File: config.mk
export PLATFORM = sky130hd
export DESIGN_NAME = tdm_command_audio_slave
export DESIGN_NICKNAME = d
export VERILOG_FILES = /design/src/rtl/tdm_pkg.sv /design/src/rtl/reg_if.sv /design/src/rtl/sync2.sv /design/src/rtl/wb_regs.sv /design/src/rtl/tdm_command_audio_slave.sv
export SDC_FILE = /design/constraint.sdc
export NUM_CORES = 2
export LEC_CHECK = 0
export BUFFER_PORTS_ARGS = -buffer_cell sky130_fd_sc_hd__buf_2
export CAP_MARGIN = 20
export CORE_MARGIN = 5
export CORE_UTILIZATION = 44
export CTS_CLUSTER_DIAMETER = 60
export DETAILED_ROUTE_END_ITERATION = 7
export GPL_TIMING_DRIVEN = 0
export PLACE_DENSITY = 0.58
export SYNTH_ARGS = -nofsm -noshare
export SYNTH_HDL_FRONTEND = slang
export SYNTH_HIERARCHICAL = 1
export SYNTH_SLANG_ARGS = --single-unit
File: constraint.sdc
create_clock -name core_clk -period 9 [get_ports core_clk]
set_clock_uncertainty 0.2 [all_clocks]
set_input_delay 0.45 -clock core_clk [delete_from_list [all_inputs] [get_ports core_clk]]
set_output_delay 0.45 -clock core_clk [all_outputs]
set_load 0.01 [all_outputs]
File: src/rtl/tdm_pkg.sv
// constants shared by the command and audio frame slave
//**********************************************************************
// Summary of operation
//**********************************************************************
package tdm_pkg;
	// field layout, bit numbers within a 32-bit field
	localparam int FIELD_LAST  = 31;
	localparam int B_ACQ       = 31;
	localparam int B_EXT       = 30;
	localparam int B_CHSEL     = 29;
	localparam int ID_HI       = 28;
	localparam int ID_LO       = 24;
	localparam int B_RW        = 23;
	localparam int REG_HI      = 22;
	localparam int REG_LO      = 16;
	localparam int DAT_HI      = 15;
	localparam int DAT_LO      = 8;
	localparam logic [4:0] POS_OE  = 5'h11;
	localparam logic [4:0] POS_WR  = 5'h07;
	localparam logic [4:0] ID_BCAST = 5'h1F;
	localparam logic [4:0] ID_NONE  = 5'h00;
	localparam logic [4:0] ID_MAX   = 5'h1E;
	// device registers reached by the link
	localparam logic [6:0] REG_CHAN  = 7'h13;
	localparam logic [6:0] REG_DEVID = 7'h17;
	localparam int CHAN_OFF_BIT = 0;
	localparam int SLOTS        = 2;
	// frame start pulse length that marks the mode
	localparam logic [2:0] FS_TDM_LEN = 3'h2;
	// bus registers, byte addresses
	localparam logic [7:0] WB_CTRL  = 8'h00;
	localparam logic [7:0] WB_STAT  = 8'h04;
	localparam logic [7:0] WB_LEFT  = 8'h08;
	localparam logic [7:0] WB_RIGHT = 8'h0C;
	localparam logic CTRL_RST = 1'h1;
endpackage

File: src/rtl/reg_if.sv
// carrier between the frame core and its bus registers
`timescale 1ns/1ps
interface reg_if;
	logic        link_en;
	logic        mode;
	logic        id_valid;
	logic [4:0]  dev_id;
	logic [23:0] left;
	logic [23:0] right;
	modport core (input link_en, output mode, id_valid, dev_id, left, right);
	modport bus  (output link_en, input mode, id_valid, dev_id, left, right);
endinterface

File: src/rtl/sync2.sv
// two-flop synchroniser for a group of pin levels
`timescale 1ns/1ps
module sync2 #(
	parameter int W = 1
) (
	input  wire logic         core_clk, // sampling clock
	input  wire logic         rstn,     // async reset, low
	input  wire logic [W-1:0] d,        // asynchronous levels
	output logic      [W-1:0] q         // synchronised levels
);
	logic [W-1:0] meta_reg;

	// first stage is read by the second only
	always_ff @(posedge core_clk or negedge rstn)
	begin
		if (!rstn)
		begin
			meta_reg <= '0;
			q        <= '0;
		end
		else
		begin
			meta_reg <= d;
			q        <= meta_reg;
		end
	end
endmodule

File: src/rtl/wb_regs.sv
// classic wishbone slave for control, status and audio
`timescale 1ns/1ps
module wb_regs (
	input  wire logic        core_clk, // system clock
	input  wire logic        rstn,     // async reset, low
	input  wire logic        wb_cyc_i, // cycle
	input  wire logic        wb_stb_i, // strobe
	input  wire logic        wb_we_i,  // write
	input  wire logic [7:0]  wb_adr_i, // byte address
	input  wire logic [3:0]  wb_sel_i, // byte lanes
	input  wire logic [31:0] wb_dat_i, // write data
	output logic      [31:0] wb_dat_o, // read data
	output logic             wb_ack_o, // acknowledge
	reg_if.bus               rif       // core side
);
	logic link_en_reg;
	logic req;

	assign req         = wb_cyc_i & wb_stb_i;
	assign rif.link_en = link_en_reg;

	// one wait state; ack drops the cycle after
	always_ff @(posedge core_clk or negedge rstn)
	begin
		if (!rstn)
			wb_ack_o <= 1'b0;
		else
			wb_ack_o <= req & ~wb_ack_o;
	end

	// write lands on the edge the master sees ack
	always_ff @(posedge core_clk or negedge rstn)
	begin
		if (!rstn)
			link_en_reg <= tdm_pkg::CTRL_RST;
		else if (req & wb_ack_o & wb_we_i & wb_sel_i[0] & (wb_adr_i == tdm_pkg::WB_CTRL))
			link_en_reg <= wb_dat_i[0];
	end

	// read data captured with ack; unmapped reads zero
	always_ff @(posedge core_clk or negedge rstn)
	begin
		if (!rstn)
			wb_dat_o <= 32'h0;
		else if (req & ~wb_ack_o)
		begin
			case (wb_adr_i)
				tdm_pkg::WB_CTRL:  wb_dat_o <= {31'h0, link_en_reg};
				tdm_pkg::WB_STAT:  wb_dat_o <= {19'h0, rif.dev_id, 6'h0, rif.id_valid, rif.mode};
				tdm_pkg::WB_LEFT:  wb_dat_o <= {8'h0, rif.left};
				tdm_pkg::WB_RIGHT: wb_dat_o <= {8'h0, rif.right};
				default:           wb_dat_o <= 32'h0;
			endcase
		end
	end
endmodule

File: src/rtl/tdm_command_audio_slave.sv
// frame decoder, register file and daisy chain of the serial slave
`timescale 1ns/1ps
module tdm_command_audio_slave (
	input  wire logic        core_clk,        // 250 MHz system clock
	input  wire logic        rstn,            // async reset, low
	input  wire logic        bit_clock,       // serial bit clock pin
	input  wire logic        frame_start,     // frame start pin
	input  wire logic        serial_in,       // command and audio in
	input  wire logic        chain_in,        // daisy chain in
	output logic             serial_out,      // read data out
	output logic             serial_out_oe_n, // low while driving
	output logic             chain_out,       // daisy chain out
	input  wire logic        wb_cyc_i,        // bus cycle
	input  wire logic        wb_stb_i,        // bus strobe
	input  wire logic        wb_we_i,         // bus write
	input  wire logic [7:0]  wb_adr_i,        // bus address
	input  wire logic [3:0]  wb_sel_i,        // bus byte lanes
	input  wire logic [31:0] wb_dat_i,        // bus write data
	output logic      [31:0] wb_dat_o,        // bus read data
	output logic             wb_ack_o         // bus acknowledge
);
	//******************************************************************
	// types and helpers
	//******************************************************************
	typedef enum logic [2:0] {F_IDLE, F_CMD, F_EXT, F_AUDIO, F_ACQ} field_e;

	// field names this device, never id 0, never out chain
	function automatic logic addressed(input logic [31:0] w, input logic [4:0] id, input logic ok);
		addressed = ok & ~w[tdm_pkg::B_CHSEL] & (w[tdm_pkg::ID_HI:tdm_pkg::ID_LO] == id)
			& (id != tdm_pkg::ID_NONE);
	endfunction

	//******************************************************************
	// pin sampling and bit clock edges
	//******************************************************************
	reg_if rif ();

	logic [3:0] sync_q;
	logic       s_bclk, s_fs, s_din, s_cin;
	logic       bclk_d_reg, rise, fall;

	sync2 #(.W(4)) u_sync (
		.core_clk (core_clk),
		.rstn     (rstn),
		.d        ({bit_clock, frame_start, serial_in, chain_in}),
		.q        (sync_q)
	);

	wb_regs u_regs (
		.core_clk (core_clk),
		.rstn     (rstn),
		.wb_cyc_i (wb_cyc_i),
		.wb_stb_i (wb_stb_i),
		.wb_we_i  (wb_we_i),
		.wb_adr_i (wb_adr_i),
		.wb_sel_i (wb_sel_i),
		.wb_dat_i (wb_dat_i),
		.wb_dat_o (wb_dat_o),
		.wb_ack_o (wb_ack_o),
		.rif      (rif.bus)
	);

	assign {s_bclk, s_fs, s_din, s_cin} = sync_q;

	// edge finder on the synchronised bit clock
	always_ff @(posedge core_clk or negedge rstn)
	begin
		if (!rstn)
			bclk_d_reg <= 1'b0;
		else
			bclk_d_reg <= s_bclk;
	end

	assign rise = s_bclk & ~bclk_d_reg;
	assign fall = ~s_bclk & bclk_d_reg;

	//******************************************************************
	// frame start length and mode entry
	//******************************************************************
	logic       fs_d_reg, good_reg, mode_reg, sof;
	logic [2:0] fs_len_reg;

	assign sof = rise & s_fs & ~fs_d_reg;

	// count high bits of the frame start pulse, saturating
	always_ff @(posedge core_clk or negedge rstn)
	begin
		if (!rstn)
		begin
			fs_d_reg   <= 1'b0;
			fs_len_reg <= 3'h0;
		end
		else if (rise)
		begin
			fs_d_reg <= s_fs;
			if (sof)
				fs_len_reg <= 3'h1;
			else if (s_fs & (fs_len_reg != 3'h7))
				fs_len_reg <= fs_len_reg + 3'h1;
		end
	end

	// a wide pulse drops the mode at once
	always_ff @(posedge core_clk or negedge rstn)
	begin
		if (!rstn)
		begin
			good_reg <= 1'b0;
			mode_reg <= 1'b0;
		end
		else if (!rif.link_en)
		begin
			good_reg <= 1'b0;
			mode_reg <= 1'b0;
		end
		else if (rise & fs_d_reg & ~s_fs)
		begin
			good_reg <= (fs_len_reg == tdm_pkg::FS_TDM_LEN);
			mode_reg <= (fs_len_reg == tdm_pkg::FS_TDM_LEN) & good_reg;
		end
	end

	//******************************************************************
	// field tracking
	//******************************************************************
	field_e      kind_reg, next_kind;
	logic [4:0]  pos_reg, cur, fidx_reg, my_id;
	logic [31:0] cmd_reg;
	logic [1:0]  own_reg;
	logic [7:0]  regs [128];
	logic        id_valid_reg, is_cmd, acq_now, chan_on, rd, wr;

	// bit number of the bit arriving on this rising edge
	assign cur     = sof ? 5'(tdm_pkg::FIELD_LAST) : pos_reg - 5'h1;
	assign is_cmd  = (kind_reg == F_CMD) | (kind_reg == F_EXT);
	assign acq_now = (kind_reg == F_CMD) & cmd_reg[tdm_pkg::B_ACQ];
	assign my_id   = regs[tdm_pkg::REG_DEVID][4:0];
	assign chan_on = ~regs[tdm_pkg::REG_CHAN][tdm_pkg::CHAN_OFF_BIT];
	assign rd      = is_cmd & ~acq_now & cmd_reg[tdm_pkg::B_RW]
		& addressed(cmd_reg, my_id, id_valid_reg);
	assign wr      = rise & (cur == tdm_pkg::POS_WR) & is_cmd & ~acq_now & ~cmd_reg[tdm_pkg::B_RW]
		& (addressed(cmd_reg, my_id, id_valid_reg)
		| (cmd_reg[tdm_pkg::ID_HI:tdm_pkg::ID_LO] == tdm_pkg::ID_BCAST));

	// what follows a finished field
	always_comb
	begin
		next_kind = kind_reg;
		case (kind_reg)
			F_CMD:   next_kind = cmd_reg[tdm_pkg::B_ACQ] ? F_ACQ :
				(cmd_reg[tdm_pkg::B_EXT] ? F_EXT : F_AUDIO);
			F_EXT:   next_kind = cmd_reg[tdm_pkg::B_EXT] ? F_EXT : F_AUDIO;
			default: next_kind = kind_reg;
		endcase
	end

	// shift bits in on rising edges, msb first
	always_ff @(posedge core_clk or negedge rstn)
	begin
		if (!rstn)
		begin
			kind_reg <= F_IDLE;
			pos_reg  <= 5'h0;
			fidx_reg <= 5'h0;
			cmd_reg  <= 32'h0;
		end
		else if (!mode_reg)
			kind_reg <= F_IDLE;
		else if (rise)
		begin
			cmd_reg[cur] <= s_din;
			pos_reg      <= cur;
			if (sof)
			begin
				kind_reg <= F_CMD;
				fidx_reg <= 5'h0;
			end
			else if ((kind_reg != F_IDLE) & (cur == 5'h0))
			begin
				kind_reg <= next_kind;
				if (fidx_reg != 5'h1F)
					fidx_reg <= fidx_reg + 5'h1;
			end
		end
	end

	// slot ownership; chain in high on the last bit hands us the next slot
	always_ff @(posedge core_clk or negedge rstn)
	begin
		if (!rstn)
			own_reg <= 2'h0;
		else if (sof)
			own_reg <= 2'h0;
		else if (rise & (cur == 5'h0) & (next_kind == F_AUDIO) & chan_on)
		begin
			case (own_reg)
				2'h0:    own_reg <= s_cin ? 2'h1 : 2'h0;
				2'h1:    own_reg <= 2'(tdm_pkg::SLOTS);
				default: own_reg <= 2'h3;
			endcase
		end
	end

	//******************************************************************
	// register file, identifier and audio capture
	//******************************************************************
	logic [23:0] left_reg, right_reg;

	// acquisition and host writes share one writer of the array
	always_ff @(posedge core_clk or negedge rstn)
	begin
		if (!rstn)
		begin
			for (int i = 0; i < 128; i++)
				regs[i] <= 8'h0;
			id_valid_reg <= 1'b0;
		end
		else if (rise & acq_now & (cur == 5'h0))
			id_valid_reg <= 1'b0;
		else if (rise & (kind_reg == F_ACQ) & (cur == 5'(tdm_pkg::FIELD_LAST)) & ~id_valid_reg
			& s_cin & (fidx_reg != 5'h0) & (fidx_reg <= tdm_pkg::ID_MAX))
		begin
			regs[tdm_pkg::REG_DEVID] <= {3'h0, fidx_reg};
			id_valid_reg             <= 1'b1;
		end
		else if (wr)
			regs[cmd_reg[tdm_pkg::REG_HI:tdm_pkg::REG_LO]] <= cmd_reg[tdm_pkg::DAT_HI:tdm_pkg::DAT_LO];
	end

	// the 24-bit sample sits in bits 31:8 of an owned slot
	always_ff @(posedge core_clk or negedge rstn)
	begin
		if (!rstn)
		begin
			left_reg  <= 24'h0;
			right_reg <= 24'h0;
		end
		else if (rise & (cur == tdm_pkg::POS_WR) & (kind_reg == F_AUDIO))
		begin
			if (own_reg == 2'h1)
				left_reg <= cmd_reg[31:8];
			else if (own_reg == 2'(tdm_pkg::SLOTS))
				right_reg <= cmd_reg[31:8];
		end
	end

	assign rif.mode     = mode_reg;
	assign rif.id_valid = id_valid_reg;
	assign rif.dev_id   = my_id;
	assign rif.left     = left_reg;
	assign rif.right    = right_reg;

	//******************************************************************
	// serial output and chain output, changed on falling edges
	//******************************************************************
	// driver opens one bit ahead of bit 15, closes before bit 7
	always_ff @(posedge core_clk or negedge rstn)
	begin
		if (!rstn)
		begin
			serial_out      <= 1'b0;
			serial_out_oe_n <= 1'b1;
		end
		else if (!mode_reg)
			serial_out_oe_n <= 1'b1;
		else if (fall)
		begin
			serial_out_oe_n <= ~(rd & (pos_reg <= tdm_pkg::POS_OE) & (pos_reg >= 5'h9));
			serial_out      <= (rd & (pos_reg <= 5'h10) & (pos_reg >= 5'h9))
				& regs[cmd_reg[tdm_pkg::REG_HI:tdm_pkg::REG_LO]][3'(pos_reg - 5'h9)];
		end
	end

	// the passed level is taken from the synchronised input
	always_ff @(posedge core_clk or negedge rstn)
	begin
		if (!rstn)
			chain_out <= 1'b0;
		else if (fall)
		begin
			if (kind_reg == F_ACQ)
				chain_out <= id_valid_reg & (fidx_reg == my_id + 5'h1);
			else if (chan_on)
				chain_out <= (kind_reg == F_AUDIO) & (own_reg == 2'(tdm_pkg::SLOTS));
			else
				chain_out <= s_cin;
		end
	end
endmodule

==> results.md <==
- Status: finished clean
- CTS root buf: clkbuf_16
- Initial antenna violation count: 16
- CORE AREA: 120000 µm²
- Mapped Cells: 4059
- Area grow syn2layout: 15.0%
- Largest cells by area after synthesis: dfrtp_1, mux2_2, mux2i_1
- Met1 WL: 87900 µm
- Arrival time worst endpoint: 7.27 ns
- Multi-input logic area: 22900 µm²
- Slew @ Worst Pin: 1.28 ns
- RSZ-0062 raised after global routing: no
- Post-route ant nets: 0
- Mapped Avg Cell Area: 13.1 µm²
- Number of synthesized flops with an enable pin: 0
- Seq/Total Area, Yosys: 54.3%
- FMAX: 146 MHz
- Post-Route Setup TNS: 0 ns
- Number of setup buffers added after CTS: 0
- Peak VDD IR: 0.204 mV
- Worst-skew pair later-pin latency: 0.80 ns
- Top Layer Used: met5
- Final Non-Filler Cells: 6052
- Share of layout cells above drive strength 1: 37.8%
- Fin crit share: 76.2%
- FILL cells: 10631
- R2r startpoint: cmd_reg[16]
- DRC violations left: 0
- Total of max-cap violations: 0
- Starting density of the core: 44.3%
- Clock buffer count from CTS: 133
- Routed WL per cell: 39.1 µm
- Final WL: 236000 µm
- Worst Setup SP: cmd_reg[16]
- Yosys top cell area share: 54.2%
- Met3 wire len: 27100 µm
- Clock slew at reported path FFs: 0.06 ns
- Largest reg by FF count: regs
- Total power: 10.8 mW
- Mapped Area: 53200 µm²
- Vias/cell: 6.64
- Clock Path Buffers: 3
- Worst setup path class: register to register
- DPL Wire Length: 162000 µm
- First-pass GRT wire length: 323000 µm
- Port Buffers: 44
- Drt pass-1 iters: 6
- Post-synth top flop: dfrtp_1
- Final net count: 4389
- Max FFs per register: 1019
- WP data required: 9.42 ns
- Setup Viol. Count Final: 0
- Aggregate global routing overflow: 0
- Vias in the first global route: 39187
- Pins over their slew limit: 0
- Placed cells: 5787
- Htree depth: 4
- CTS Sinks: 1156
- DP Area: 56700 µm²
- Final number of hold-violating endpoints: 0
- Worst hold path class: input pin to async pin
- Count of cell types in the netlist: 80
- Crit path max fanout: 10
- CTS tree: yes
- CP Launch Type: register
- Chip Width: 358 µm
- Register area: 28900 µm²
- 1st-iter DRT viols: 5211
- Die Span Y: 358 µm
- Synth warn: 6
- Total GRT Usage: 36.6%
- Most frequent cells in the layout: mux2_2, dfrtp_1, nand2_1, clkbuf_1, clkbuf_16
- Die ar.: 128000 µm²
- Final worst slack: 2.14 ns
- Ys async rst share: 100%
- Pleak: 29.1 nW
- Rel. slew slack: 14.9%
- Pwr/cell area: 177 nW/µm²
- Largest net degree at the start of global routing: 163
- Num rows: 127
- Post-placement setup slack: 2.64 ns
- Met2 Routed Length: 100000 µm
- Post-synth top area cell: dfrtp_1
- FF+latch count, synth: 1156
- Final critical-path required period: 6.86 ns
- GP Congestion: 1.03
- Fin area: 61200 µm²
- Routed via count: 40160
- Io pins: 89
- Crit. End Element: register
[routing by layer]
metal	GRT usage [%]	vias to the layer above
met5	0.415	-
met4	27.4	4
met3	12.4	865
met2	52.9	2710
met1	45.3	20971
li1	-	15610
[path summary, 6_finish.rpt]
kind                                       end  slack [ns]  cells after the start
setup reg to reg                    serial_out        2.14                     12
setup / recovery                    serial_out        2.14                     12
min in group core_clk      u_regs/wb_dat_o[13]        0.07                      5
hold reg to reg                    u_sync/q[3]        0.15                      0
hold / removal              u_regs/rif.link_en        0.06                      2
max in group asynchronous            regs[278]        6.37                      5
[cell families after synthesis]
kind of cell	after synthesis	synth area share (%)
muxes	1339	28.7
xor gates and xnor gates	18	0.296
AOI/OAI and AO/OA	661	9.08
other	1	0.00704
buffers and inverters	341	2.69
and+or+nand+nor	532	4.61
adders and majority gates	11	0.259
DFF	1156	54.3
[critical path, cell delays in order (launching register included)]
cell      delay, ns
dfrtp_1        0.57
buf_4          0.36
buf_2          0.72
buf_2          0.66
buf_2          0.65
buf_2          0.74
buf_2          0.72
nand2_1        0.10
a211oi_1       0.83
a41oi_1        0.15
nand4_1        0.22
a41oi_1        0.14
a31oi_1        0.54
[Yosys cell counts, types with 9 or more instances]
master,n
mux2_1,17
a221o_1,31
nand2_2,10
a31oi_1,19
mux4_2,33
o22ai_1,9
nor2_2,9
nor2b_1,21
nand2_1,259
ha_1,11
and3_1,9
nand4_1,12
xor2_1,10
a22oi_1,65
o21ai_0,111
buf_4,19
o31ai_1,10
nor3_1,19
o2bb2ai_1,26
clkbuf_1,205
nand3_1,25
mux2_2,1154
buf_2,56
nor4_1,9
buf_1,37
a211oi_1,24
o2111ai_1,9
dfrtp_1,1154
nor2_1,100
a21oi_1,104
o31ai_2,10
nand2b_1,17
o211ai_1,20
a221oi_1,120
o221ai_1,11
mux2i_1,135
a22o_1,29
inv_1,19
[stage by stage]
step | util [%] | hold slack (ns)
5_1_grt | 50.9 | 0.0703
3_5_place_dp | 47.2 | 0.137
6_report | 51.0 | 0.0601
4_1_cts | 50.9 | 0.0331
3_3_place_gp | 46.2 | 0.137
2_1_floorplan | - | -0.0456
[repair_timing]
action | CTS | global route
hold buffers | 12 | 0
hold endpoints to repair | 353 | 0
resized for setup | 0 | 0
[report_power, final]
group          total (mW)  leakage (nW)  switching, mW  internal [mW]
registers            5.21          16.1        0.00800           5.21
clock network        5.44          2.12           2.32           3.12
logic               0.164          10.8          0.130         0.0334
total                10.8          29.1           2.46           8.36
[area by class of cell]
type / count / share of cell area [%]
tap: 1612 / 3.29
clock inverter: 45 / 0.664
sequential: 1156 / 47.3
buffer: 320 / 2.28
multi-input combinational: 2569 / 37.4
timing repair buffer: 124 / 2.51
antenna: 14 / 0.0572
inverter: 21 / 0.129
clock buffer: 191 / 6.38
(Power assumes the default switching activity.)
